**config.mk**
```make
export PLATFORM = sky130hd
export DESIGN_NAME = pdm_microphone_output
export DESIGN_NICKNAME = d
export VERILOG_FILES = /design/src/shared/pdm_mic_pkg.sv /design/src/rtl/pdm_microphone_output.sv
export SDC_FILE = /design/constraint.sdc
export NUM_CORES = 1
export LEC_CHECK = 0
export ABC_AREA = 1
export BUFFER_PORTS_ARGS = -buffer_cell sky130_fd_sc_hd__buf_4
export CORE_AREA = 3 3 166 168
export DETAILED_ROUTE_END_ITERATION = 10
export DIE_AREA = 0 0 169 171
export PLACE_DENSITY = 0.7
export SYNTH_ARGS = -nofsm -noshare
export SYNTH_HDL_FRONTEND = slang
export SYNTH_SLANG_ARGS = --single-unit
```
**constraint.sdc**
```tcl
create_clock -name sys_clk_i -period 5.1 [get_ports sys_clk_i]
set_input_delay 0.765 -clock sys_clk_i [delete_from_list [all_inputs] [get_ports sys_clk_i]]
set_output_delay 0.765 -clock sys_clk_i [all_outputs]
set_load 0.03 [all_outputs]
```
**src/shared/pdm_mic_pkg.sv**
```systemverilog
/*
 * Constants for the microphone's one-bit output block: timing counts,
 * modulator sizes and the state encoding.
 * Assumes a 100 MHz system clock sampling the link clock pin.
 */
package pdm_mic_pkg;

	// ------------------------------------------------------------
	// Timing
	// ------------------------------------------------------------
	localparam int SYS_CLK_HZ    = 100_000_000;
	localparam int SLEEP_TIME_US = 1000;
	// Longest time, rounded down
	localparam int SLEEP_CYCLES  = (SYS_CLK_HZ / 1_000_000) * SLEEP_TIME_US;
	localparam int IDLE_W        = 17;
	localparam int WAKE_CYCLES   = 32768;
	localparam int WAKE_W        = 15;
	localparam int SYNC_STAGES   = 3;

	// ------------------------------------------------------------
	// Modulator
	// ------------------------------------------------------------
	localparam int              SAMPLE_W   = 16;
	localparam int              ACC_W      = 24;
	localparam logic [ACC_W-1:0] FULL_SCALE = 24'h00_8000;
	localparam logic [ACC_W-1:0] ACC_MAX    = 24'h3F_FFFF;
	localparam logic [ACC_W-1:0] ACC_MIN    = 24'hC0_0000;
	localparam int              ORDER      = 4;

	// ------------------------------------------------------------
	// Channel strap and states
	// ------------------------------------------------------------
	localparam logic SEL_LEFT = 1'b1;

	typedef enum logic [2:0] {
		ST_SLEEP = 3'b001,
		ST_WAKE  = 3'b010,
		ST_RUN   = 3'b100
	} state_e;

endpackage

```
**src/rtl/pdm_microphone_output.sv**
```systemverilog
/*
 * Output side of a one-bit density-modulated microphone: a fourth-order
 * modulator, half-cycle slot driver on a shared data line, clock-activity
 * sleep detector and start-up counter.
 * Assumes the audio word arrives on the system clock and that the host
 * owns the link clock; the pad merges data and enable into the wire.
 */
`timescale 1ns/1ps

module pdm_microphone_output #(
	parameter int SLEEP_CYC = pdm_mic_pkg::SLEEP_CYCLES,
	parameter int WAKE_CYC  = pdm_mic_pkg::WAKE_CYCLES
) (
	// System
	input  wire logic                              sys_clk_i,
	input  wire logic                              arst_n_i,
	// Link pins
	input  wire logic                              pdm_clk_i,
	input  wire logic                              chan_sel_i,
	output logic                                   pdm_data_o,
	output logic                                   pdm_data_oe_o,
	// Front end and status
	input  wire logic [pdm_mic_pkg::SAMPLE_W-1:0] audio_i,
	output logic                                   asleep_o
);

	localparam int AW = pdm_mic_pkg::ACC_W;

	// ------------------------------------------------------------
	// Pin synchronisers
	// ------------------------------------------------------------
	logic [pdm_mic_pkg::SYNC_STAGES-1:0] clk_sync;
	logic [pdm_mic_pkg::SYNC_STAGES-1:0] sel_sync;
	logic [pdm_mic_pkg::SYNC_STAGES-1:0] next_clk_sync;
	logic [pdm_mic_pkg::SYNC_STAGES-1:0] next_sel_sync;
	logic                                clk_rise;
	logic                                clk_fall;

	// Shift in; stage 0 feeds only stage 1
	always_comb begin
		next_clk_sync = {clk_sync[1:0], pdm_clk_i};
		next_sel_sync = {sel_sync[1:0], chan_sel_i};
	end

	always_ff @(posedge sys_clk_i or negedge arst_n_i) begin
		if (!arst_n_i) begin
			clk_sync <= '0;
			sel_sync <= '0;
		end else begin
			clk_sync <= next_clk_sync;
			sel_sync <= next_sel_sync;
		end
	end

	// Edges seen once stages two and three disagree
	assign clk_rise = clk_sync[1] & ~clk_sync[2];
	assign clk_fall = ~clk_sync[1] & clk_sync[2];

	// ------------------------------------------------------------
	// Activity, start-up and channel strap
	// ------------------------------------------------------------
	pdm_mic_pkg::state_e                 state;
	pdm_mic_pkg::state_e                 next_state;
	logic [pdm_mic_pkg::IDLE_W-1:0]      idle_cnt;
	logic [pdm_mic_pkg::IDLE_W-1:0]      next_idle_cnt;
	logic [pdm_mic_pkg::WAKE_W-1:0]      wake_cnt;
	logic [pdm_mic_pkg::WAKE_W-1:0]      next_wake_cnt;
	logic                                chan_left;
	logic                                next_chan_left;
	logic                                idle_out;

	// Gap measured between rising edges: a period above 1 ms trips it
	assign idle_out = (idle_cnt == pdm_mic_pkg::IDLE_W'(SLEEP_CYC - 1)) && !clk_rise;

	always_comb begin
		next_state     = state;
		next_wake_cnt  = wake_cnt;
		next_idle_cnt  = idle_cnt;
		next_chan_left = chan_left;
		// Strap taken once the last two stages agree
		if (sel_sync[1] == sel_sync[2]) begin
			next_chan_left = (sel_sync[2] == pdm_mic_pkg::SEL_LEFT);
		end
		if (clk_rise) begin
			next_idle_cnt = '0;
		end else if (!idle_out) begin
			next_idle_cnt = idle_cnt + 1'b1;
		end
		unique case (state)
			pdm_mic_pkg::ST_SLEEP: begin
				// First edge after a stop counts as cycle one
				if (clk_rise) begin
					next_state    = pdm_mic_pkg::ST_WAKE;
					next_wake_cnt = pdm_mic_pkg::WAKE_W'(1);
				end
			end
			pdm_mic_pkg::ST_WAKE: begin
				if (idle_out) begin
					next_state    = pdm_mic_pkg::ST_SLEEP;
					next_wake_cnt = '0;
				end else if (clk_rise) begin
					if (wake_cnt == pdm_mic_pkg::WAKE_W'(WAKE_CYC - 1)) begin
						next_state    = pdm_mic_pkg::ST_RUN;
						next_wake_cnt = '0;
					end else begin
						next_wake_cnt = wake_cnt + 1'b1;
					end
				end
			end
			pdm_mic_pkg::ST_RUN: begin
				if (idle_out) begin
					next_state = pdm_mic_pkg::ST_SLEEP;
				end
			end
		endcase
	end

	// Reset lands in sleep so power-up waits for clock activity
	always_ff @(posedge sys_clk_i or negedge arst_n_i) begin
		if (!arst_n_i) begin
			state     <= pdm_mic_pkg::ST_SLEEP;
			idle_cnt  <= '0;
			wake_cnt  <= '0;
			chan_left <= 1'b0;
		end else begin
			state     <= next_state;
			idle_cnt  <= next_idle_cnt;
			wake_cnt  <= next_wake_cnt;
			chan_left <= next_chan_left;
		end
	end

	// ------------------------------------------------------------
	// Fourth-order modulator
	// ------------------------------------------------------------
	localparam logic [AW-1:0] FB_LAST = 24'h00_6800; // 13/16 of full scale
	logic [AW-1:0] acc      [pdm_mic_pkg::ORDER];
	logic [AW-1:0] next_acc [pdm_mic_pkg::ORDER];
	logic [AW-1:0] fb_step  [pdm_mic_pkg::ORDER];
	logic [AW-1:0] stage_in [pdm_mic_pkg::ORDER];
	logic          mod_bit;
	logic          launch;
	logic          release_edge;

	// Saturating add keeps a large input from wrapping the loop
	function automatic logic [AW-1:0] sat_add(input logic [AW-1:0] a, input logic [AW-1:0] b);
		logic [AW:0] s;
		s = {a[AW-1], a} + {b[AW-1], b};
		if ($signed(s) > $signed({1'b0, pdm_mic_pkg::ACC_MAX})) begin
			return pdm_mic_pkg::ACC_MAX;
		end
		if ($signed(s) < $signed({1'b1, pdm_mic_pkg::ACC_MIN})) begin
			return pdm_mic_pkg::ACC_MIN;
		end
		return s[AW-1:0];
	endfunction

	// Own half starts at the rising edge for left, falling for right
	assign launch       = chan_left ? clk_rise : clk_fall;
	assign release_edge = chan_left ? clk_fall : clk_rise;
	assign mod_bit      = ~acc[pdm_mic_pkg::ORDER-1][AW-1];

	// Gains 1/16, 1/8, 1/4 between stages put all four noise poles near 0.8;
	// equal gains with full feedback into every stage would make the loop oscillate
	assign stage_in[0] = {{(AW - pdm_mic_pkg::SAMPLE_W){audio_i[pdm_mic_pkg::SAMPLE_W-1]}}, audio_i};
	assign fb_step[0]  = mod_bit ? pdm_mic_pkg::FULL_SCALE : -pdm_mic_pkg::FULL_SCALE;
	generate
		for (genvar k = 1; k < pdm_mic_pkg::ORDER; k++) begin : g_stage
			localparam int            SH = (k == 1) ? 4 : (k == 2) ? 3 : 2;
			localparam logic [AW-1:0] FB = (k == pdm_mic_pkg::ORDER - 1) ? FB_LAST : pdm_mic_pkg::FULL_SCALE;
			assign stage_in[k] = {{SH{acc[k-1][AW-1]}}, acc[k-1][AW-1:SH]};
			assign fb_step[k]  = mod_bit ? FB : -FB;
		end
	endgenerate

	// One step per launched bit; zero input averages one bit in two
	always_comb begin
		for (int k = 0; k < pdm_mic_pkg::ORDER; k++) begin
			next_acc[k] = acc[k];
			if (launch) begin
				next_acc[k] = sat_add(acc[k], sat_add(stage_in[k], -fb_step[k]));
			end
		end
	end

	always_ff @(posedge sys_clk_i or negedge arst_n_i) begin
		if (!arst_n_i) begin
			for (int k = 0; k < pdm_mic_pkg::ORDER; k++) begin
				acc[k] <= '0;
			end
		end else begin
			for (int k = 0; k < pdm_mic_pkg::ORDER; k++) begin
				acc[k] <= next_acc[k];
			end
		end
	end

	// ------------------------------------------------------------
	// Slot driver
	// ------------------------------------------------------------
	logic next_data;
	logic next_oe;

	// Data moves only at launch; held level survives release
	always_comb begin
		next_data = pdm_data_o;
		next_oe   = pdm_data_oe_o;
		if (launch) begin
			next_data = mod_bit;
		end
		if (state != pdm_mic_pkg::ST_RUN || next_state != pdm_mic_pkg::ST_RUN) begin
			next_oe = 1'b0;
		end else if (launch) begin
			next_oe = 1'b1;
		end else if (release_edge) begin
			next_oe = 1'b0;
		end
	end

	always_ff @(posedge sys_clk_i or negedge arst_n_i) begin
		if (!arst_n_i) begin
			pdm_data_o    <= 1'b0;
			pdm_data_oe_o <= 1'b0;
			asleep_o      <= 1'b1;
		end else begin
			pdm_data_o    <= next_data;
			pdm_data_oe_o <= next_oe;
			asleep_o      <= (next_state == pdm_mic_pkg::ST_SLEEP);
		end
	end

	// ------------------------------------------------------------
	// Checks
	// ------------------------------------------------------------
	a_sleep_hiz: assert property (@(posedge sys_clk_i) disable iff (!arst_n_i)
		(state != pdm_mic_pkg::ST_RUN) |=> !pdm_data_oe_o)
		else $error("data driven outside run state");

	a_left_drive: assert property (@(posedge sys_clk_i) disable iff (!arst_n_i)
		(state == pdm_mic_pkg::ST_RUN && next_state == pdm_mic_pkg::ST_RUN && chan_left && clk_rise)
		|=> pdm_data_oe_o && pdm_data_o == $past(mod_bit))
		else $error("left bit not launched at rising edge");

	a_right_drive: assert property (@(posedge sys_clk_i) disable iff (!arst_n_i)
		(state == pdm_mic_pkg::ST_RUN && next_state == pdm_mic_pkg::ST_RUN && !chan_left && clk_fall)
		|=> pdm_data_oe_o && pdm_data_o == $past(mod_bit))
		else $error("right bit not launched at falling edge");

	a_half_release: assert property (@(posedge sys_clk_i) disable iff (!arst_n_i)
		release_edge |=> !pdm_data_oe_o)
		else $error("line not released in other half");

	a_one_edge: assert property (@(posedge sys_clk_i) disable iff (!arst_n_i)
		$changed(pdm_data_o) |-> $past(launch))
		else $error("data changed away from launch edge");

	a_strap_map: assert property (@(posedge sys_clk_i) disable iff (!arst_n_i)
		(sel_sync[1] == sel_sync[2]) |=> chan_left == $past(sel_sync[2]))
		else $error("channel strap mapped wrongly");

	a_sleep_entry: assert property (@(posedge sys_clk_i) disable iff (!arst_n_i)
		(state != pdm_mic_pkg::ST_SLEEP && idle_cnt == pdm_mic_pkg::IDLE_W'(SLEEP_CYC - 1) && !clk_rise)
		|=> state == pdm_mic_pkg::ST_SLEEP && asleep_o)
		else $error("no sleep after idle timeout");

	a_wake_done: assert property (@(posedge sys_clk_i) disable iff (!arst_n_i)
		(state == pdm_mic_pkg::ST_WAKE && clk_rise && !idle_out
		 && wake_cnt == pdm_mic_pkg::WAKE_W'(WAKE_CYC - 1))
		|=> state == pdm_mic_pkg::ST_RUN && !asleep_o)
		else $error("run not entered at end of start-up count");

	a_wake_early: assert property (@(posedge sys_clk_i) disable iff (!arst_n_i)
		(state == pdm_mic_pkg::ST_WAKE && wake_cnt != pdm_mic_pkg::WAKE_W'(WAKE_CYC - 1))
		|=> state != pdm_mic_pkg::ST_RUN)
		else $error("run entered before start-up count ended");

	a_wake_restart: assert property (@(posedge sys_clk_i) disable iff (!arst_n_i)
		(state == pdm_mic_pkg::ST_WAKE && idle_out)
		|=> state == pdm_mic_pkg::ST_SLEEP && wake_cnt == '0 ##1 !pdm_data_oe_o)
		else $error("start-up count not restarted after stop");

endmodule

```
Word-level counts from Yosys, hierarchy flattened
Index checks and enable logic that the tools add are counted.
{"block": "classes", "div": 0, "n_bitwise": 5, "n_reduce_logical": 6, "muxes": 96, "multipliers": 0, "n_addsub": 12, "eq_ne": 12, "n_shift": 0, "order_cmp": 16}
{"operator": "$mux 24", "count": 38}
{"operator": "$gt 25x23->1 const B", "count": 8}
{"operator": "$lt 25x23->1 const B", "count": 8}
{"operator": "$add 24x24->25", "count": 4}
{"operator": "$mux 15", "count": 4}
{"operator": "$neg 24->24", "count": 2}
{"operator": "$mux 1", "count": 45}
{"operator": "$mux 17", "count": 2}
{"operator": "$pmux 15 s2", "count": 1}
{"operator": "$add 16x24->25", "count": 1}
{"operator": "$add 20x24->25", "count": 1}
{"operator": "$add 21x24->25", "count": 1}
{"operator": "$add 22x24->25", "count": 1}
{"operator": "$add 17x1->17 const B", "count": 1}
{"operator": "$eq 17x17->1 const B", "count": 1}
{"operator": "$add 15x1->15 const B", "count": 1}
{"operator": "$eq 15x15->1 const B", "count": 1}
{"operator": "$mux 3", "count": 5}
{"operator": "$ne 3x3->1 const B", "count": 3}
{"operator": "$pmux 3 s3", "count": 1}
{"operator": "$eq 3x1->1 const B", "count": 2}
{"operator": "$ne 2x2->1 const B", "count": 2}
{"operator": "$eq 3x2->1 const B", "count": 1}
{"operator": "$eq 3x3->1 const B", "count": 1}
{"operator": "other kinds (9)", "count": 12}
{"block": "totals", "n_memories": 0, "word_cells": 160, "mem_bits_rw": 0, "latchBits": 0, "romBits": 0, "register_bits": 141, "output_inout_bits": 3, "input_bits": 20}

Logic depth before layout (Yosys ltp)
Gate-level depths: netlist of the first run.
{"block": "logic_depth", "depth_word": 19, "ltp_mapped": 32, "ltp_nobuf": 30}

Least setup slack after synthesis of the first run
OpenSTA, ideal clock, no wires.
{"block": "synth_timing", "path_type": "reg-to-reg", "startpoint": "reg acc[23] (netlist bit)", "endpoint": "reg acc[50] (netlist bit)", "t_arrival_ns": 4.226, "path_slack_ns": 0.754, "setup_time_ns": 0.121, "synth_period_minus_slack_ns": 4.346, "path_stages_with_launch": 26, "t_required_ns": 4.979, "path_buffers": 2, "cell_sequence": "dfrtp_1 > inv_1 > ha_1 > a21oi_1 > o21ai_0 > fa_1 > inv_1 > nor2_1 > inv_2 > buf_2 > nand2_1 > nand2_1 > ha_1 > inv_1 > fa_1 > inv_1 > nand3_1 > nand3_1 > nand2_1 > nand2_1 > nand2_1 > nand4_1 > nand2_1 > a21oi_4 > buf_6 > a21oi_2"}
{"block": "synth_between", "elab_chain_len": 17, "word_cells_on_any_way": 25, "cone_classes": "add/sub: 3; order compare: 4; mux: 18"}
{"element": "start, declared", "line_no": "pdm_microphone_output.sv:137", "text": "logic [AW-1:0] acc [pdm_mic_pkg::ORDER];"}
{"element": "start signal, assigned by index", "line_no": "pdm_microphone_output.sv:193", "text": "acc[k] <= next_acc[k];"}
{"element": "$mux 24 (*)", "line_no": "pdm_microphone_output.sv:172", "text": "assign fb_step[k] = mod_bit ? FB : -FB;"}
{"element": "$neg 24->24 (*)", "line_no": "pdm_microphone_output.sv:181", "text": "next_acc[k] = sat_add(acc[k], sat_add(stage_in[k], -fb_step[k]));"}
{"element": "$add 20x24->25 (*)", "line_no": "pdm_microphone_output.sv:148", "text": "s = {a[AW-1], a} + {b[AW-1], b};"}
{"element": "$lt 25x23->1", "line_no": "pdm_microphone_output.sv:152", "text": "if ($signed(s) < $signed({1'b1, pdm_mic_pkg::ACC_MIN})) begin"}
{"element": "$mux 1 (2 in series)", "line_no": "pdm_microphone_output.sv:152"}
{"element": "$mux 1", "line_no": "pdm_microphone_output.sv:180", "text": "if (launch) begin"}
{"element": "$mux 24", "line_no": "pdm_microphone_output.sv:155", "text": "return s[AW-1:0];"}
{"element": "$mux 24 (*)", "line_no": "pdm_microphone_output.sv:152"}
{"element": "$mux 24 (*)", "line_no": "pdm_microphone_output.sv:180"}
{"element": "$add 24x24->25 (*)", "line_no": "pdm_microphone_output.sv:148"}
{"element": "$lt 25x23->1", "line_no": "pdm_microphone_output.sv:152"}
{"element": "$mux 1 (2 in series)", "line_no": "pdm_microphone_output.sv:152"}
{"element": "$mux 1", "line_no": "pdm_microphone_output.sv:180"}
{"element": "$mux 24", "line_no": "pdm_microphone_output.sv:155"}
{"element": "$mux 24 (*)", "line_no": "pdm_microphone_output.sv:152"}
Mark *: on every way between the ends. The rest lies on a longest branch, timed or not. The select of a mux whose other input is x is not followed.
A chain may end at the register's enable or synchronous reset.

Final worst setup path of the first run
{"block": "layout_timing", "startpoint": "reg acc[23] (netlist bit)", "endpoint": "reg acc[17] (netlist bit)"}
{"block": "layout_between", "elab_chain_len": 17, "word_cells_on_any_way": 25, "cone_classes": "add/sub: 3; order compare: 4; mux: 18"}
{"element": "$mux 24", "line_no": "pdm_microphone_output.sv:172"}
{"element": "$neg 24->24", "line_no": "pdm_microphone_output.sv:181"}
{"element": "$add 22x24->25", "line_no": "pdm_microphone_output.sv:148"}
{"element": "$lt 25x23->1", "line_no": "pdm_microphone_output.sv:152"}
{"element": "$mux 1 (2 in series)", "line_no": "pdm_microphone_output.sv:152"}
{"element": "$mux 1", "line_no": "pdm_microphone_output.sv:180"}
{"element": "$mux 24", "line_no": "pdm_microphone_output.sv:155"}
{"element": "$mux 24", "line_no": "pdm_microphone_output.sv:152"}
{"element": "$mux 24", "line_no": "pdm_microphone_output.sv:180"}
{"element": "$add 24x24->25 (*)", "line_no": "pdm_microphone_output.sv:148"}
{"element": "$lt 25x23->1", "line_no": "pdm_microphone_output.sv:152"}
{"element": "$mux 1 (2 in series)", "line_no": "pdm_microphone_output.sv:152"}
{"element": "$mux 1", "line_no": "pdm_microphone_output.sv:180"}
{"element": "$mux 24", "line_no": "pdm_microphone_output.sv:155"}
{"element": "$mux 24 (*)", "line_no": "pdm_microphone_output.sv:152"}
Marked as above.

==> impl_table.tex, run 1 <==
\begin{tabular}{lr}
\hline
Metric & Value \\
\hline
\multicolumn{2}{l}{\textbf{Routing}} \\
\quad Violation count after the first detailed-route iteration & 1,072 \\
\quad Final antenna-violating net count & 0 \\
\quad Drt pass-1 iters & 5 \\
\quad Post-Route WL & 38,900 um \\
\quad Via density per instance & 5.42 \\
\quad Routed wire per std cell & 15.2 um \\
\quad Number of remaining DRC errors & 0 \\
\quad Detailed-route via count & 13,900 \\
\multicolumn{2}{l}{\textbf{Finish}} \\
\quad Most frequent standard cell in the layout excluding fill and tap cells & sky130\_fd\_sc\_hd\_\_nand2\_1 \\
\quad Share of post-route cells with drive strength above 1 & 0.0786 \\
\quad Commonest cells after routing, fill and taps aside & sky130\_fd\_sc\_hd\_\_nand2\_1 (667), sky130\_fd\_sc\_hd\_\_inv\_1 (271), sky130\_fd\_sc\_hd\_\_nor2\_1 (265), sky130\_fd\_sc\_hd\_\_a21oi\_1 (210), sky130\_fd\_sc\_hd\_\_dfrtp\_1 (139) \\
\quad Total inserted antenna cells & 0 \\
\quad Layout overhead on the synthesized area & 7.21\% \\
\quad Fin nets & 2,373 \\
\multicolumn{2}{l}{\textbf{Critical path}} \\
\quad Critical path launch point type & flop \\
\quad Reg2Reg Depth & 27 \\
\quad Critical path start-end classification & flop to flop \\
\quad R2R setup slack & 0.40 ns \\
\quad RR Startpoint & acc[23] \\
\quad Endpoint arrival time on the critical path & 4.99 ns \\
\quad Endpoint class of the critical path & flop \\
\quad Endpoint of the most critical register-to-register path & acc[17] \\
\quad Capture point of the critical path & acc[17] \\
\quad Launch point of the critical path & acc[23] \\
\quad Critical Path Fanout Max & 22 \\
\quad CP Data Required Time & 5.39 ns \\
\multicolumn{2}{l}{\textbf{Timing}} \\
\quad Fraction of the cycle the final worst path needs & 0.921 \\
\quad Final-report hold violation count & 0 \\
\quad Final critical delay including setup and external delays & 4.70 ns \\
\quad Accumulated negative setup slack & 0 ns \\
\quad Skew final & 0.0181 ns \\
\quad Pins over their slew limit & 0 \\
\quad Worst-case headroom to the max-slew limit & 0.309 \\
\quad Number of setup violations in the final report & 0 \\
\quad Maximum operating frequency & 213 MHz \\
\quad RSZ-0062 raised after global routing & no \\
\quad Slew at the pin with the worst max-slew slack & 1.04 ns \\
\multicolumn{2}{l}{\textbf{CTS}} \\
\quad Clock root buffer master & sky130\_fd\_sc\_hd\_\_clkbuf\_16 \\
\quad Clock tree from TritonCTS & yes \\
\quad Total setup buffers inserted after CTS & 0 \\
\quad Quantity of gates resized following cts & 0 \\
\quad Clock latency on the worst-skew pair & 0.44 ns \\
\quad Clock sink count & 141 \\
\quad Maximum clock insertion buffer count & 2 \\
\quad Total number of H-tree levels & 4 \\
\quad Number of hold buffers added after cts & 0 \\
\quad Clock-pin slew on the worst setup and hold paths & 0.06 ns \\
\quad Clock buffer count from CTS & 17 \\
\multicolumn{2}{l}{\textbf{Logic synthesis}} \\
\quad Number of nets in the synthesized netlist & 2,356 \\
\quad Proportion of synthesized chip area in sequential cells & 0.246 \\
\quad Count of distinct cell types in the synthesized netlist & 53 \\
\quad Number of enable flip-flop cells after synthesis & 0 \\
\quad Summed instance area of the synthesized netlist & 14,300 um\^{}2 \\
\quad Flip-flop and latch count after synthesis & 141 \\
\quad Most used flip-flop cell after synthesis & sky130\_fd\_sc\_hd\_\_dfrtp\_1 \\
\quad Count of mapped cells out of synthesis & 2,197 \\
\quad Warnings, synthesis & 0 \\
\quad Proportion of synthesized flip-flops having asynchronous set or reset & 1.00 \\
\quad Average cell area after synthesis & 6.52 um\^{}2 \\
\multicolumn{2}{l}{\textbf{Floorplanning}} \\
\quad Floorplan die height & 171 um \\
\quad Cell Rows & 59 \\
\quad Starting density of the core & 0.550 \\
\quad Horizontal die dimension & 169 um \\
\quad DIE AREA & 28,900 um\^{}2 \\
\quad Total I/O pin count & 23 \\
\quad Core Area & 26,100 um\^{}2 \\
\multicolumn{2}{l}{\textbf{GRT}} \\
\quad Wire length of the first global-routing pass & 64,500 um \\
\quad Total global-route track usage & 0.274 \\
\quad Number of global-route vias before repair & 13,200 \\
\quad Largest net degree at the start of global routing & 93 \\
\quad Total global routing overflow & 0 \\
\quad Number of antenna violations at the first check in global routing & 0 \\
\multicolumn{2}{l}{\textbf{Hold path}} \\
\quad Path class of the lowest-slack min-delay path & flop to flop \\
\multicolumn{2}{l}{\textbf{Placed design}} \\
\quad RePlAce Congestion & 0.949 \\
\quad HPWL after detailed placement & 30,000 um \\
\quad Port buffer count & 22 \\
\multicolumn{2}{l}{\textbf{Run status}} \\
\quad Outcome & finished, final reports clean \\
\multicolumn{2}{l}{\textbf{Run}} \\
\quad \# Max-Cap Violations & 0 \\
\hline
\end{tabular}
-- cells by family after synthesis --
family	share of synthesized area
and+or+nand+nor	0.339
AOI/OAI and AO/OA	0.139
buffers and inverters	0.0941
DFF	0.246
adders and majority gates	0.126
xor gates and xnor gates	0.0550
-- synth_stat cells, types with 4 or more instances --
library cell / number / area [um^2]
sky130_fd_sc_hd__xor2_1: 62 / 543
sky130_fd_sc_hd__inv_2: 8 / 30.0
sky130_fd_sc_hd__a31oi_1: 9 / 56.3
sky130_fd_sc_hd__ha_1: 131 / 1640
sky130_fd_sc_hd__nand3_2: 6 / 60.1
sky130_fd_sc_hd__inv_1: 271 / 1020
sky130_fd_sc_hd__nand4_1: 43 / 269
sky130_fd_sc_hd__xnor2_1: 28 / 245
sky130_fd_sc_hd__clkbuf_1: 16 / 60.1
sky130_fd_sc_hd__nor2_1: 265 / 995
sky130_fd_sc_hd__dfrtp_1: 139 / 3480
sky130_fd_sc_hd__nand2_1: 668 / 2510
sky130_fd_sc_hd__o21ai_0: 56 / 280
sky130_fd_sc_hd__o21bai_1: 19 / 143
sky130_fd_sc_hd__o21ai_1: 5 / 25.0
sky130_fd_sc_hd__a21oi_1: 210 / 1050
sky130_fd_sc_hd__nor3_1: 17 / 85.1
sky130_fd_sc_hd__o211ai_1: 4 / 30.0
sky130_fd_sc_hd__nand2_2: 34 / 213
sky130_fd_sc_hd__buf_6: 14 / 158
sky130_fd_sc_hd__buf_2: 5 / 25.0
sky130_fd_sc_hd__nor2_2: 10 / 62.6
sky130_fd_sc_hd__fa_1: 8 / 160
sky130_fd_sc_hd__a21o_1: 6 / 45.0
sky130_fd_sc_hd__nor3_2: 4 / 40.0
sky130_fd_sc_hd__buf_4: 4 / 30.0
sky130_fd_sc_hd__nand3_1: 89 / 445
sky130_fd_sc_hd__a21oi_2: 23 / 201
-- worst max-delay path: stages, from the launching register on --
cell                       delay (ns)
sky130_fd_sc_hd__dfrtp_1         0.36
sky130_fd_sc_hd__inv_1           0.06
sky130_fd_sc_hd__buf_4           0.18
sky130_fd_sc_hd__fa_1            0.48
sky130_fd_sc_hd__nand3_1         0.13
sky130_fd_sc_hd__nand3_1         0.10
sky130_fd_sc_hd__nand2_1         0.09
sky130_fd_sc_hd__nand2_1         0.07
sky130_fd_sc_hd__a21oi_1         0.22
sky130_fd_sc_hd__nand2_1         0.07
sky130_fd_sc_hd__nor2_1          0.09
sky130_fd_sc_hd__nor2_1          0.06
sky130_fd_sc_hd__nand2_2         0.25
sky130_fd_sc_hd__nand2_1         0.09
sky130_fd_sc_hd__nand2_1         0.08
sky130_fd_sc_hd__ha_1            0.17
sky130_fd_sc_hd__inv_1           0.06
sky130_fd_sc_hd__fa_1            0.42
sky130_fd_sc_hd__o21bai_1        0.33
sky130_fd_sc_hd__nand2_1         0.08
sky130_fd_sc_hd__nand2_1         0.16
sky130_fd_sc_hd__nand2_1         0.12
sky130_fd_sc_hd__nand3_1         0.13
sky130_fd_sc_hd__nand2_1         0.06
sky130_fd_sc_hd__nand2_1         0.10
sky130_fd_sc_hd__nand2_2         0.31
sky130_fd_sc_hd__nand2_1         0.19
sky130_fd_sc_hd__a21oi_1         0.09
-- layer usage --
metal / part of all wire / vias up / GRT usage / wire length [um]
met2: 0.45 / 314 / 0.458 / 17600
met4: 0.027 / 0 / 0.0861 / 1050
li1: - / 7106 / - / -
met1: 0.48 / 6402 / 0.372 / 18500
met3: 0.045 / 67 / 0.0354 / 1750
met5: 0 / - / 0 / 0
-- how the worst min path moves through the flow --
stage	startpoint	end	depth (start not counted)
floorplan	clk_sync[0]	clk_sync[1]	0
global placement	clk_sync[0]	clk_sync[1]	0
detailed placement	clk_sync[0]	clk_sync[1]	0
CTS	clk_sync[0]	clk_sync[1]	0
global route	clk_sync[0]	clk_sync[1]	0
finish	clk_sync[0]	clk_sync[1]	0
-- per-stage QoR --
stage                     setup slack, ns  instance area, um^2  instances  hold slack (ns)   util
after floorplan                     0.754                14300       2197            0.331      -
after global placement              0.368                14800       2529            0.333  0.566
after detailed placement            0.273                14800       2529            0.349  0.566
after CTS                           0.380                15300       2561            0.365  0.589
after global routing               0.0212                15400       2562            0.378  0.589
final                               0.401                15400       2562            0.369  0.589
-- area by class of cell --
type / count / area (um^2)
clock buffer: 19 / 443
tap: 335 / 419
fill: 2533 / 10700
multi-input combinational: 1736 / 9470
inverter: 280 / 1050
clock inverter: 13 / 141
sequential: 141 / 3530
timing repair buffer: 38 / 302
-- flip-flops by register name, summed over array words and instances, names as in the netlist --
| signal | count |
|---|---|
| acc | 96 |
| state | 3 |
| sel_sync | 3 |
| pdm_data_o | 1 |
| idle_cnt | 17 |
| chan_left | 1 |
| clk_sync | 3 |
| pdm_data_oe_o | 1 |
| wake_cnt | 15 |
| asleep_o | 1 |
Power of run 1 is left out: the tool's default activity adds up to more than one toggle a clock period on the data nets, which glitch-free logic cannot reach.
==> inputs of run 2 (changes only) <==
- CORE_AREA: 3 3 166 168 -> 3 3 119 235
- DIE_AREA: 0 0 169 171 -> 0 0 122 238
==> impl_table.tex, run 2 (synthesis gave the netlist of run 1 again) <==
\begin{tabular}{lr}
\hline
Metric & Value \\
\hline
\multicolumn{2}{l}{\textbf{Critical path}} \\
\quad Critical Path Fanout Max & 20 \\
\quad Endpoint arrival time on the critical path & 5.05 ns \\
\quad R2R setup slack & 0.38 ns \\
\quad Endpoint of the most critical register-to-register path & acc[7] \\
\quad Critical path start-end classification & flop to flop \\
\quad Endpoint class of the critical path & flop \\
\quad Critical path launch point type & flop \\
\quad CP Data Required Time & 5.43 ns \\
\quad Capture point of the critical path & acc[7] \\
\quad Launch point of the critical path & acc[23] \\
\quad Reg2Reg Depth & 26 \\
\quad RR Startpoint & acc[23] \\
\multicolumn{2}{l}{\textbf{Placed design}} \\
\quad HPWL after detailed placement & 35,000 um \\
\quad RePlAce Congestion & 1.01 \\
\quad Port buffer count & 22 \\
\multicolumn{2}{l}{\textbf{GRT}} \\
\quad Wire length of the first global-routing pass & 69,600 um \\
\quad Global routing usage on met2 & 0.586 \\
\quad Global Route met1 Usage & 0.273 \\
\quad Layer with the highest usage & met2 \\
\quad Fraction of met3 tracks used by global routing & 0.0408 \\
\quad Number of antenna violations at the first check in global routing & 0 \\
\quad Total global routing overflow & 0 \\
\quad Total global-route track usage & 0.307 \\
\quad Number of global-route vias before repair & 14,300 \\
\quad Largest net degree at the start of global routing & 62 \\
\multicolumn{2}{l}{\textbf{CTS}} \\
\quad Clock root buffer master & sky130\_fd\_sc\_hd\_\_clkbuf\_16 \\
\quad Clock-pin slew on the worst setup and hold paths & 0.06 ns \\
\quad Clock buffer count from CTS & 17 \\
\quad Clock tree from TritonCTS & yes \\
\quad Maximum clock insertion buffer count & 2 \\
\quad Total number of H-tree levels & 4 \\
\quad Clock sink count & 141 \\
\quad Clock latency on the worst-skew pair & 0.46 ns \\
\quad Number of hold buffers added after cts & 0 \\
\multicolumn{2}{l}{\textbf{Routing}} \\
\quad Number of remaining DRC errors & 0 \\
\quad Via density per instance & 5.49 \\
\quad Detailed-route via count & 14,100 \\
\quad Post-Route WL & 43,700 um \\
\quad Final antenna-violating net count & 0 \\
\quad Routed wire per std cell & 17.0 um \\
\quad Violation count after the first detailed-route iteration & 585 \\
\quad Drt pass-1 iters & 5 \\
\multicolumn{2}{l}{\textbf{Timing}} \\
\quad Maximum operating frequency & 212 MHz \\
\quad Skew final & 0.00988 ns \\
\quad Worst-case headroom to the max-slew limit & 0.452 \\
\quad Final-report hold violation count & 0 \\
\quad Slew at the pin with the worst max-slew slack & 0.822 ns \\
\quad Final critical delay including setup and external delays & 4.72 ns \\
\quad Number of setup violations in the final report & 0 \\
\quad Accumulated negative setup slack & 0 ns \\
\quad Fraction of the cycle the final worst path needs & 0.925 \\
\quad RSZ-0062 raised after global routing & no \\
\quad Pins over their slew limit & 0 \\
\multicolumn{2}{l}{\textbf{Run status}} \\
\quad Outcome & finished, final reports clean \\
\multicolumn{2}{l}{\textbf{Floorplanning}} \\
\quad Starting density of the core & 0.543 \\
\quad Cell Rows & 84 \\
\quad Horizontal die dimension & 122 um \\
\quad Core Area & 26,400 um\^{}2 \\
\quad DIE AREA & 29,000 um\^{}2 \\
\quad Total I/O pin count & 23 \\
\quad Floorplan die height & 238 um \\
\multicolumn{2}{l}{\textbf{Finish}} \\
\quad Most frequent standard cell in the layout excluding fill and tap cells & sky130\_fd\_sc\_hd\_\_nand2\_1 \\
\quad Largest regs & acc x96, idle\_cnt x17, wake\_cnt x15 \\
\quad Layout filler cell count & 2,645 \\
\quad Share of post-route cells with drive strength above 1 & 0.0795 \\
\quad Fin nets & 2,373 \\
\quad Largest register by flop count & acc \\
\quad Total inserted antenna cells & 0 \\
\quad Commonest cells after routing, fill and taps aside & sky130\_fd\_sc\_hd\_\_nand2\_1 (666), sky130\_fd\_sc\_hd\_\_inv\_1 (271), sky130\_fd\_sc\_hd\_\_nor2\_1 (265), sky130\_fd\_sc\_hd\_\_a21oi\_1 (210), sky130\_fd\_sc\_hd\_\_dfrtp\_1 (139) \\
\quad Layout overhead on the synthesized area & 7.47\% \\
\quad Footprint of the multi-input gates & 9460 um\^{}2 \\
\quad Number of flip-flops under the largest register name & 96 \\
\quad Flip-flop and latch area & 3530 um\^{}2 \\
\multicolumn{2}{l}{\textbf{Run}} \\
\quad \# Max-Cap Violations & 0 \\
\multicolumn{2}{l}{\textbf{Hold path}} \\
\quad Path class of the lowest-slack min-delay path & primary input to async pin \\
\hline
\end{tabular}
-- run 2: changes by cell type in the layout (fill, tap and decap cells not counted) --
cell,change
sky130_fd_sc_hd__buf_4,-1
sky130_fd_sc_hd__clkinv_1,-1
sky130_fd_sc_hd__clkinv_4,+2
sky130_fd_sc_hd__clkbuf_1,-1
sky130_fd_sc_hd__inv_6,+2
sky130_fd_sc_hd__inv_8,+1
sky130_fd_sc_hd__buf_8,+1
sky130_fd_sc_hd__nand2_1,-1
sky130_fd_sc_hd__buf_6,+1
sky130_fd_sc_hd__clkinvlp_4,-1
sky130_fd_sc_hd__nand2_4,+1
sky130_fd_sc_hd__clkinv_2,-3
sky130_fd_sc_hd__a21oi_4,-1
-- run 2: critical path, stage by stage (launching register included) --
cell and delay [ns]:
sky130_fd_sc_hd__dfrtp_1 0.35, sky130_fd_sc_hd__inv_1 0.12, sky130_fd_sc_hd__buf_12 0.19, sky130_fd_sc_hd__fa_1 0.48
sky130_fd_sc_hd__nand3_1 0.13, sky130_fd_sc_hd__nand3_1 0.11, sky130_fd_sc_hd__nand2_1 0.09, sky130_fd_sc_hd__nand2_1 0.07
sky130_fd_sc_hd__a21oi_1 0.20, sky130_fd_sc_hd__nand2_1 0.07, sky130_fd_sc_hd__nor2_1 0.10, sky130_fd_sc_hd__nor2_1 0.07
sky130_fd_sc_hd__nand2_2 0.26, sky130_fd_sc_hd__nand2_1 0.08, sky130_fd_sc_hd__nand2_1 0.08, sky130_fd_sc_hd__ha_1 0.18
sky130_fd_sc_hd__inv_1 0.07, sky130_fd_sc_hd__fa_1 0.42, sky130_fd_sc_hd__o21bai_1 0.30, sky130_fd_sc_hd__nand2_1 0.08
sky130_fd_sc_hd__nand2_1 0.20, sky130_fd_sc_hd__nand2_1 0.14, sky130_fd_sc_hd__nand4_1 0.11, sky130_fd_sc_hd__nand2_1 0.09
sky130_fd_sc_hd__a21oi_4 0.24, sky130_fd_sc_hd__buf_6 0.24, sky130_fd_sc_hd__a21oi_1 0.10
-- run 2: worst min-delay path by stage --
stage | depth (start not counted) | to | from
finish | 1 | acc[17] | arst_n_i
global route | 1 | acc[92] | arst_n_i
CTS | 1 | acc[92] | arst_n_i
detailed placement | 0 | sel_sync[1] | sel_sync[0]
global placement | 0 | sel_sync[1] | sel_sync[0]
floorplan | 0 | clk_sync[1] | clk_sync[0]
-- run 2: cell type report --
cell class | count | share of cell area
Clock buffer | 18 | 0.0285
Sequential cell | 141 | 0.229
Clock inverter | 13 | 0.0102
Inverter | 280 | 0.0685
Multi-Input combinational cell | 1735 | 0.615
Tap cell | 344 | 0.0280
Timing Repair Buffer | 39 | 0.0208
-- run 2: metrics by stage --
step | setup WS [ns] | utilization | cells | area, um^2 | hold WS (ns)
final | 0.382 | 0.584 | 2570 | 15400 | 0.275
after global routing | 0.00176 | 0.584 | 2570 | 15400 | 0.310
after CTS | 0.313 | 0.583 | 2570 | 15400 | 0.278
after detailed placement | 0.347 | 0.560 | 2539 | 14800 | 0.342
after global placement | 0.432 | 0.560 | 2539 | 14800 | 0.333
after floorplan | 0.754 | - | 2197 | 14300 | 0.331
-- run 2: timing repair --
action	in CTS	in global routing
setup endpoints to repair	0	66
setup buffers	0	0
gates resized for setup	0	6
-- run 2: per-layer routing --
layer / routed length (um) / up-vias
li1: - / 7089
met1: 14400 / 6460
met2: 23700 / 350
met3: 1190 / 201
met4: 4420 / 0
met5: 0 / -
Power of run 2 is left out for the same reason.
==> inputs of run 3 (changes only) <==
- ABC_AREA: 1 -> unset
- CORE_AREA: 3 3 119 235 -> 3 3 110 217
- DIE_AREA: 0 0 122 238 -> 0 0 113 220
==> impl_table.tex, run 3 <==
\begin{tabular}{lr}
\hline
Metric & Value \\
\hline
\multicolumn{2}{l}{\textbf{Logic synthesis}} \\
\quad Adder-Cell Fraction of Synth Area & 0.164 \\
\quad Summed instance area of the synthesized netlist & 12,100 um\^{}2 \\
\quad Count of mapped cells out of synthesis & 1,377 \\
\quad Area share of and/or/nand/nor cells after synthesis & 0.162 \\
\quad Flip-flop and latch count after synthesis & 141 \\
\quad Library cell with the largest summed area after synthesis & sky130\_fd\_sc\_hd\_\_dfrtp\_1 \\
\quad Most used flip-flop cell after synthesis & sky130\_fd\_sc\_hd\_\_dfrtp\_1 \\
\quad Synth top cells by count & sky130\_fd\_sc\_hd\_\_dfrtp\_1 (139), sky130\_fd\_sc\_hd\_\_ha\_1 (131), sky130\_fd\_sc\_hd\_\_nand2\_1 (122) \\
\quad Area share of the largest cell type after synthesis & 0.286 \\
\quad Proportion of synthesized area in mux cells & 0.00340 \\
\quad Proportion of synthesized chip area in sequential cells & 0.291 \\
\quad Synthesized-area fraction occupied by ao, oa, aoi and oai cells & 0.265 \\
\quad Count of distinct cell types in the synthesized netlist & 75 \\
\quad Post-synthesis xor/xnor area fraction & 0.0829 \\
\quad Number of nets in the synthesized netlist & 1,536 \\
\quad Warnings, synthesis & 0 \\
\quad Most area-consuming cells after synthesis & sky130\_fd\_sc\_hd\_\_dfrtp\_1 (29\%), sky130\_fd\_sc\_hd\_\_ha\_1 (13\%), sky130\_fd\_sc\_hd\_\_a221o\_1 (5.5\%) \\
\quad Average cell area after synthesis & 8.82 um\^{}2 \\
\quad Number of enable flip-flop cells after synthesis & 0 \\
\quad Proportion of synthesized flip-flops having asynchronous set or reset & 1.00 \\
\quad Dominant cell by count in the synthesized netlist & sky130\_fd\_sc\_hd\_\_dfrtp\_1 \\
\quad Combinational family with the most area after synthesis & compound AO/OA/AOI/OAI gates \\
\multicolumn{2}{l}{\textbf{Finish}} \\
\quad Fin nets & 1,639 \\
\quad Most frequent standard cell in the layout excluding fill and tap cells & sky130\_fd\_sc\_hd\_\_dfrtp\_1 \\
\quad Layout Utilization & 0.648 \\
\quad Layout overhead on the synthesized area & 19.3\% \\
\quad Number of flip-flops under the largest register name & 96 \\
\quad Commonest cells after routing, fill and taps aside & sky130\_fd\_sc\_hd\_\_dfrtp\_1 (138), sky130\_fd\_sc\_hd\_\_ha\_1 (126), sky130\_fd\_sc\_hd\_\_nand2\_1 (122), sky130\_fd\_sc\_hd\_\_buf\_4 (119), sky130\_fd\_sc\_hd\_\_nor2\_1 (116) \\
\quad Total inserted antenna cells & 0 \\
\quad Largest register by flop count & acc \\
\quad Largest regs & acc x96, idle\_cnt x17, wake\_cnt x15 \\
\quad Share of post-route cells with drive strength above 1 & 0.177 \\
\quad Layout filler cell count & 1,885 \\
\multicolumn{2}{l}{\textbf{Timing}} \\
\quad Worst-case headroom to the max-slew limit & 0.298 \\
\quad Number of setup violations in the final report & 0 \\
\quad Maximum operating frequency & 198 MHz \\
\quad Final-report hold violation count & 0 \\
\quad Pins over their slew limit & 0 \\
\quad Slew at the pin with the worst max-slew slack & 1.05 ns \\
\quad Skew final & 0.00813 ns \\
\quad Fraction of the cycle the final worst path needs & 0.991 \\
\quad Final critical delay including setup and external delays & 5.05 ns \\
\quad RSZ-0062 raised after global routing & yes \\
\multicolumn{2}{l}{\textbf{Critical path}} \\
\quad Endpoint class of the critical path & flop \\
\quad Critical path launch point type & flop \\
\quad Reg2Reg Depth & 22 \\
\quad Endpoint arrival time on the critical path & 5.38 ns \\
\quad Critical Path Fanout Max & 11 \\
\quad Critical path start-end classification & flop to flop \\
\quad CP Data Required Time & 5.42 ns \\
\quad R2R setup slack & 0.05 ns \\
\quad Endpoint of the most critical register-to-register path & acc[2] \\
\quad RR Startpoint & acc[23] \\
\multicolumn{2}{l}{\textbf{GRT}} \\
\quad Total global routing overflow & 0 \\
\quad Total global-route track usage & 0.242 \\
\quad Number of global-route vias before repair & 10,900 \\
\quad Number of antenna violations at the first check in global routing & 0 \\
\quad Wire length of the first global-routing pass & 49,000 um \\
\quad Largest net degree at the start of global routing & 110 \\
\multicolumn{2}{l}{\textbf{Placed design}} \\
\quad Port buffer count & 22 \\
\quad RePlAce Congestion & 0.942 \\
\quad HPWL after detailed placement & 23,300 um \\
\multicolumn{2}{l}{\textbf{Floorplanning}} \\
\quad Core Area & 22,400 um\^{}2 \\
\quad Total I/O pin count & 23 \\
\quad Horizontal die dimension & 113 um \\
\quad Starting density of the core & 0.543 \\
\quad DIE AREA & 24,900 um\^{}2 \\
\quad Floorplan die height & 220 um \\
\quad Cell Rows & 77 \\
\multicolumn{2}{l}{\textbf{CTS}} \\
\quad Maximum clock insertion buffer count & 2 \\
\quad Clock tree from TritonCTS & yes \\
\quad Clock root buffer master & sky130\_fd\_sc\_hd\_\_clkbuf\_16 \\
\quad Clock buffer count from CTS & 17 \\
\quad Clock sink count & 141 \\
\quad Clock-pin slew on the worst setup and hold paths & 0.06 ns \\
\quad Number of hold buffers added after cts & 0 \\
\quad Total number of H-tree levels & 4 \\
\quad Clock latency on the worst-skew pair & 0.45 ns \\
\multicolumn{2}{l}{\textbf{Run}} \\
\quad \# Max-Cap Violations & 0 \\
\multicolumn{2}{l}{\textbf{Routing}} \\
\quad Violation count after the first detailed-route iteration & 444 \\
\quad Number of remaining DRC errors & 0 \\
\quad Detailed-route via count & 10,800 \\
\quad Routed wire per std cell & 17.3 um \\
\quad Drt pass-1 iters & 5 \\
\quad Via density per instance & 6.09 \\
\quad Final antenna-violating net count & 0 \\
\quad Post-Route WL & 30,700 um \\
\multicolumn{2}{l}{\textbf{Run status}} \\
\quad Outcome & finished, final reports clean \\
\multicolumn{2}{l}{\textbf{Hold path}} \\
\quad Worst hold path cell count & 0 \\
\quad Path class of the lowest-slack min-delay path & flop to flop \\
\quad Hold Path End & sel\_sync[1] \\
\quad Source of the worst hold timing path & sel\_sync[0] \\
\hline
\end{tabular}
-- run 3: cell count changes after synthesis, moves of 30 or more --
cell	previous run	this run
sky130_fd_sc_hd__a221o_1	0	67
sky130_fd_sc_hd__nor2_1	265	118
sky130_fd_sc_hd__a21o_1	6	72
sky130_fd_sc_hd__nand2_1	668	122
sky130_fd_sc_hd__nand2_2	34	0
sky130_fd_sc_hd__xnor2_1	28	64
sky130_fd_sc_hd__clkbuf_1	16	46
sky130_fd_sc_hd__a21oi_1	210	99
sky130_fd_sc_hd__nand3_1	89	30
sky130_fd_sc_hd__inv_1	271	48
-- run 3: layout make-up --
class / instances / area (um^2) / area share
clock inverter: 14 / 183 / 0.0126
multi-input combinational: 1134 / 8630 / 0.595
inverter: 49 / 188 / 0.0130
timing repair buffer: 137 / 1180 / 0.0816
sequential: 141 / 3530 / 0.244
clock buffer: 18 / 429 / 0.0296
tap: 276 / 345 / 0.0238
-- run 3: critical path, cell delays in order, from the launching register on --
cell                         delay, ns
sky130_fd_sc_hd__dfrtp_2          0.38
sky130_fd_sc_hd__clkinvlp_4       0.14
sky130_fd_sc_hd__fa_2             0.42
sky130_fd_sc_hd__a21oi_2          0.16
sky130_fd_sc_hd__o21bai_2         0.10
sky130_fd_sc_hd__a211o_1          0.33
sky130_fd_sc_hd__a211oi_4         0.27
sky130_fd_sc_hd__nor3b_2          0.08
sky130_fd_sc_hd__nor4_1           0.30
sky130_fd_sc_hd__nand4_1          0.19
sky130_fd_sc_hd__a21oi_2          0.21
sky130_fd_sc_hd__a21oi_2          0.05
sky130_fd_sc_hd__fa_2             0.36
sky130_fd_sc_hd__nand2b_4         0.16
sky130_fd_sc_hd__a211oi_4         0.22
sky130_fd_sc_hd__o21ai_2          0.12
sky130_fd_sc_hd__a211oi_2         0.33
sky130_fd_sc_hd__o21ai_2          0.13
sky130_fd_sc_hd__a21oi_2          0.17
sky130_fd_sc_hd__xnor2_2          0.16
sky130_fd_sc_hd__o31ai_4          0.12
sky130_fd_sc_hd__buf_6            0.21
sky130_fd_sc_hd__a221o_1          0.31
-- run 3: kinds of logic after synthesis --
kind of cell | after synthesis
XOR/XNOR | 115
adder cells (fa/ha/maj) | 158
AND/OR/NAND/NOR | 409
AO/OA/AOI/OAI | 448
multiplexers | 4
flip-flops | 141
buffers and inverters | 102
-- run 3: per-stage QoR --
stage          setup TNS, ns  hold slack [ns]  setup WS (ns)  std cells  instance area (um^2)
3_5_place_dp           -3.00            0.336         -0.113       1719                 13400
5_1_grt                -3.65            0.361         -0.158       1769                 14500
2_1_floorplan          -1.96            0.331        -0.0883       1377                 12300
6_report                   0            0.350         0.0476       1769                 14500
4_1_cts              -0.0133            0.353        -0.0117       1751                 14100
3_3_place_gp        -0.00912            0.334       -0.00796       1719                 13400
-- run 3: worst max path at each step --
stage                     depth (start not counted)    start  endpoint  slack [ns]
final                                            22  acc[23]    acc[2]        0.05
after global routing                             22  acc[23]    acc[9]       -0.16
after floorplan                                  25  acc[23]   acc[12]       -0.09
after global placement                           23  acc[23]   acc[24]      -0.008
after detailed placement                         21  acc[23]   acc[49]       -0.11
after CTS                                        22  acc[23]   acc[12]       -0.01
-- run 3: metal layers --
metal / vias to the layer above / GRT usage / part of all wire
li1: 5324 / - / -
met1: 5166 / 0.229 / 0.36
met2: 184 / 0.494 / 0.58
met3: 93 / 0.0368 / 0.020
met4: 0 / 0.107 / 0.043
met5: - / 0 / 0
-- run 3: what timing repair did --
| item | 4_1_cts | 5_1_grt |
|---|---|---|
| resized for setup | 13 | 56 |
| setup buffers | 0 | 14 |
| setup endpoints to repair | 63 | 73 |
| pin swaps | 5 | 44 |
| cloned | 0 | 4 |
| hold endpoints to repair | 0 | 0 |
Power of run 3 is left out for the same reason.
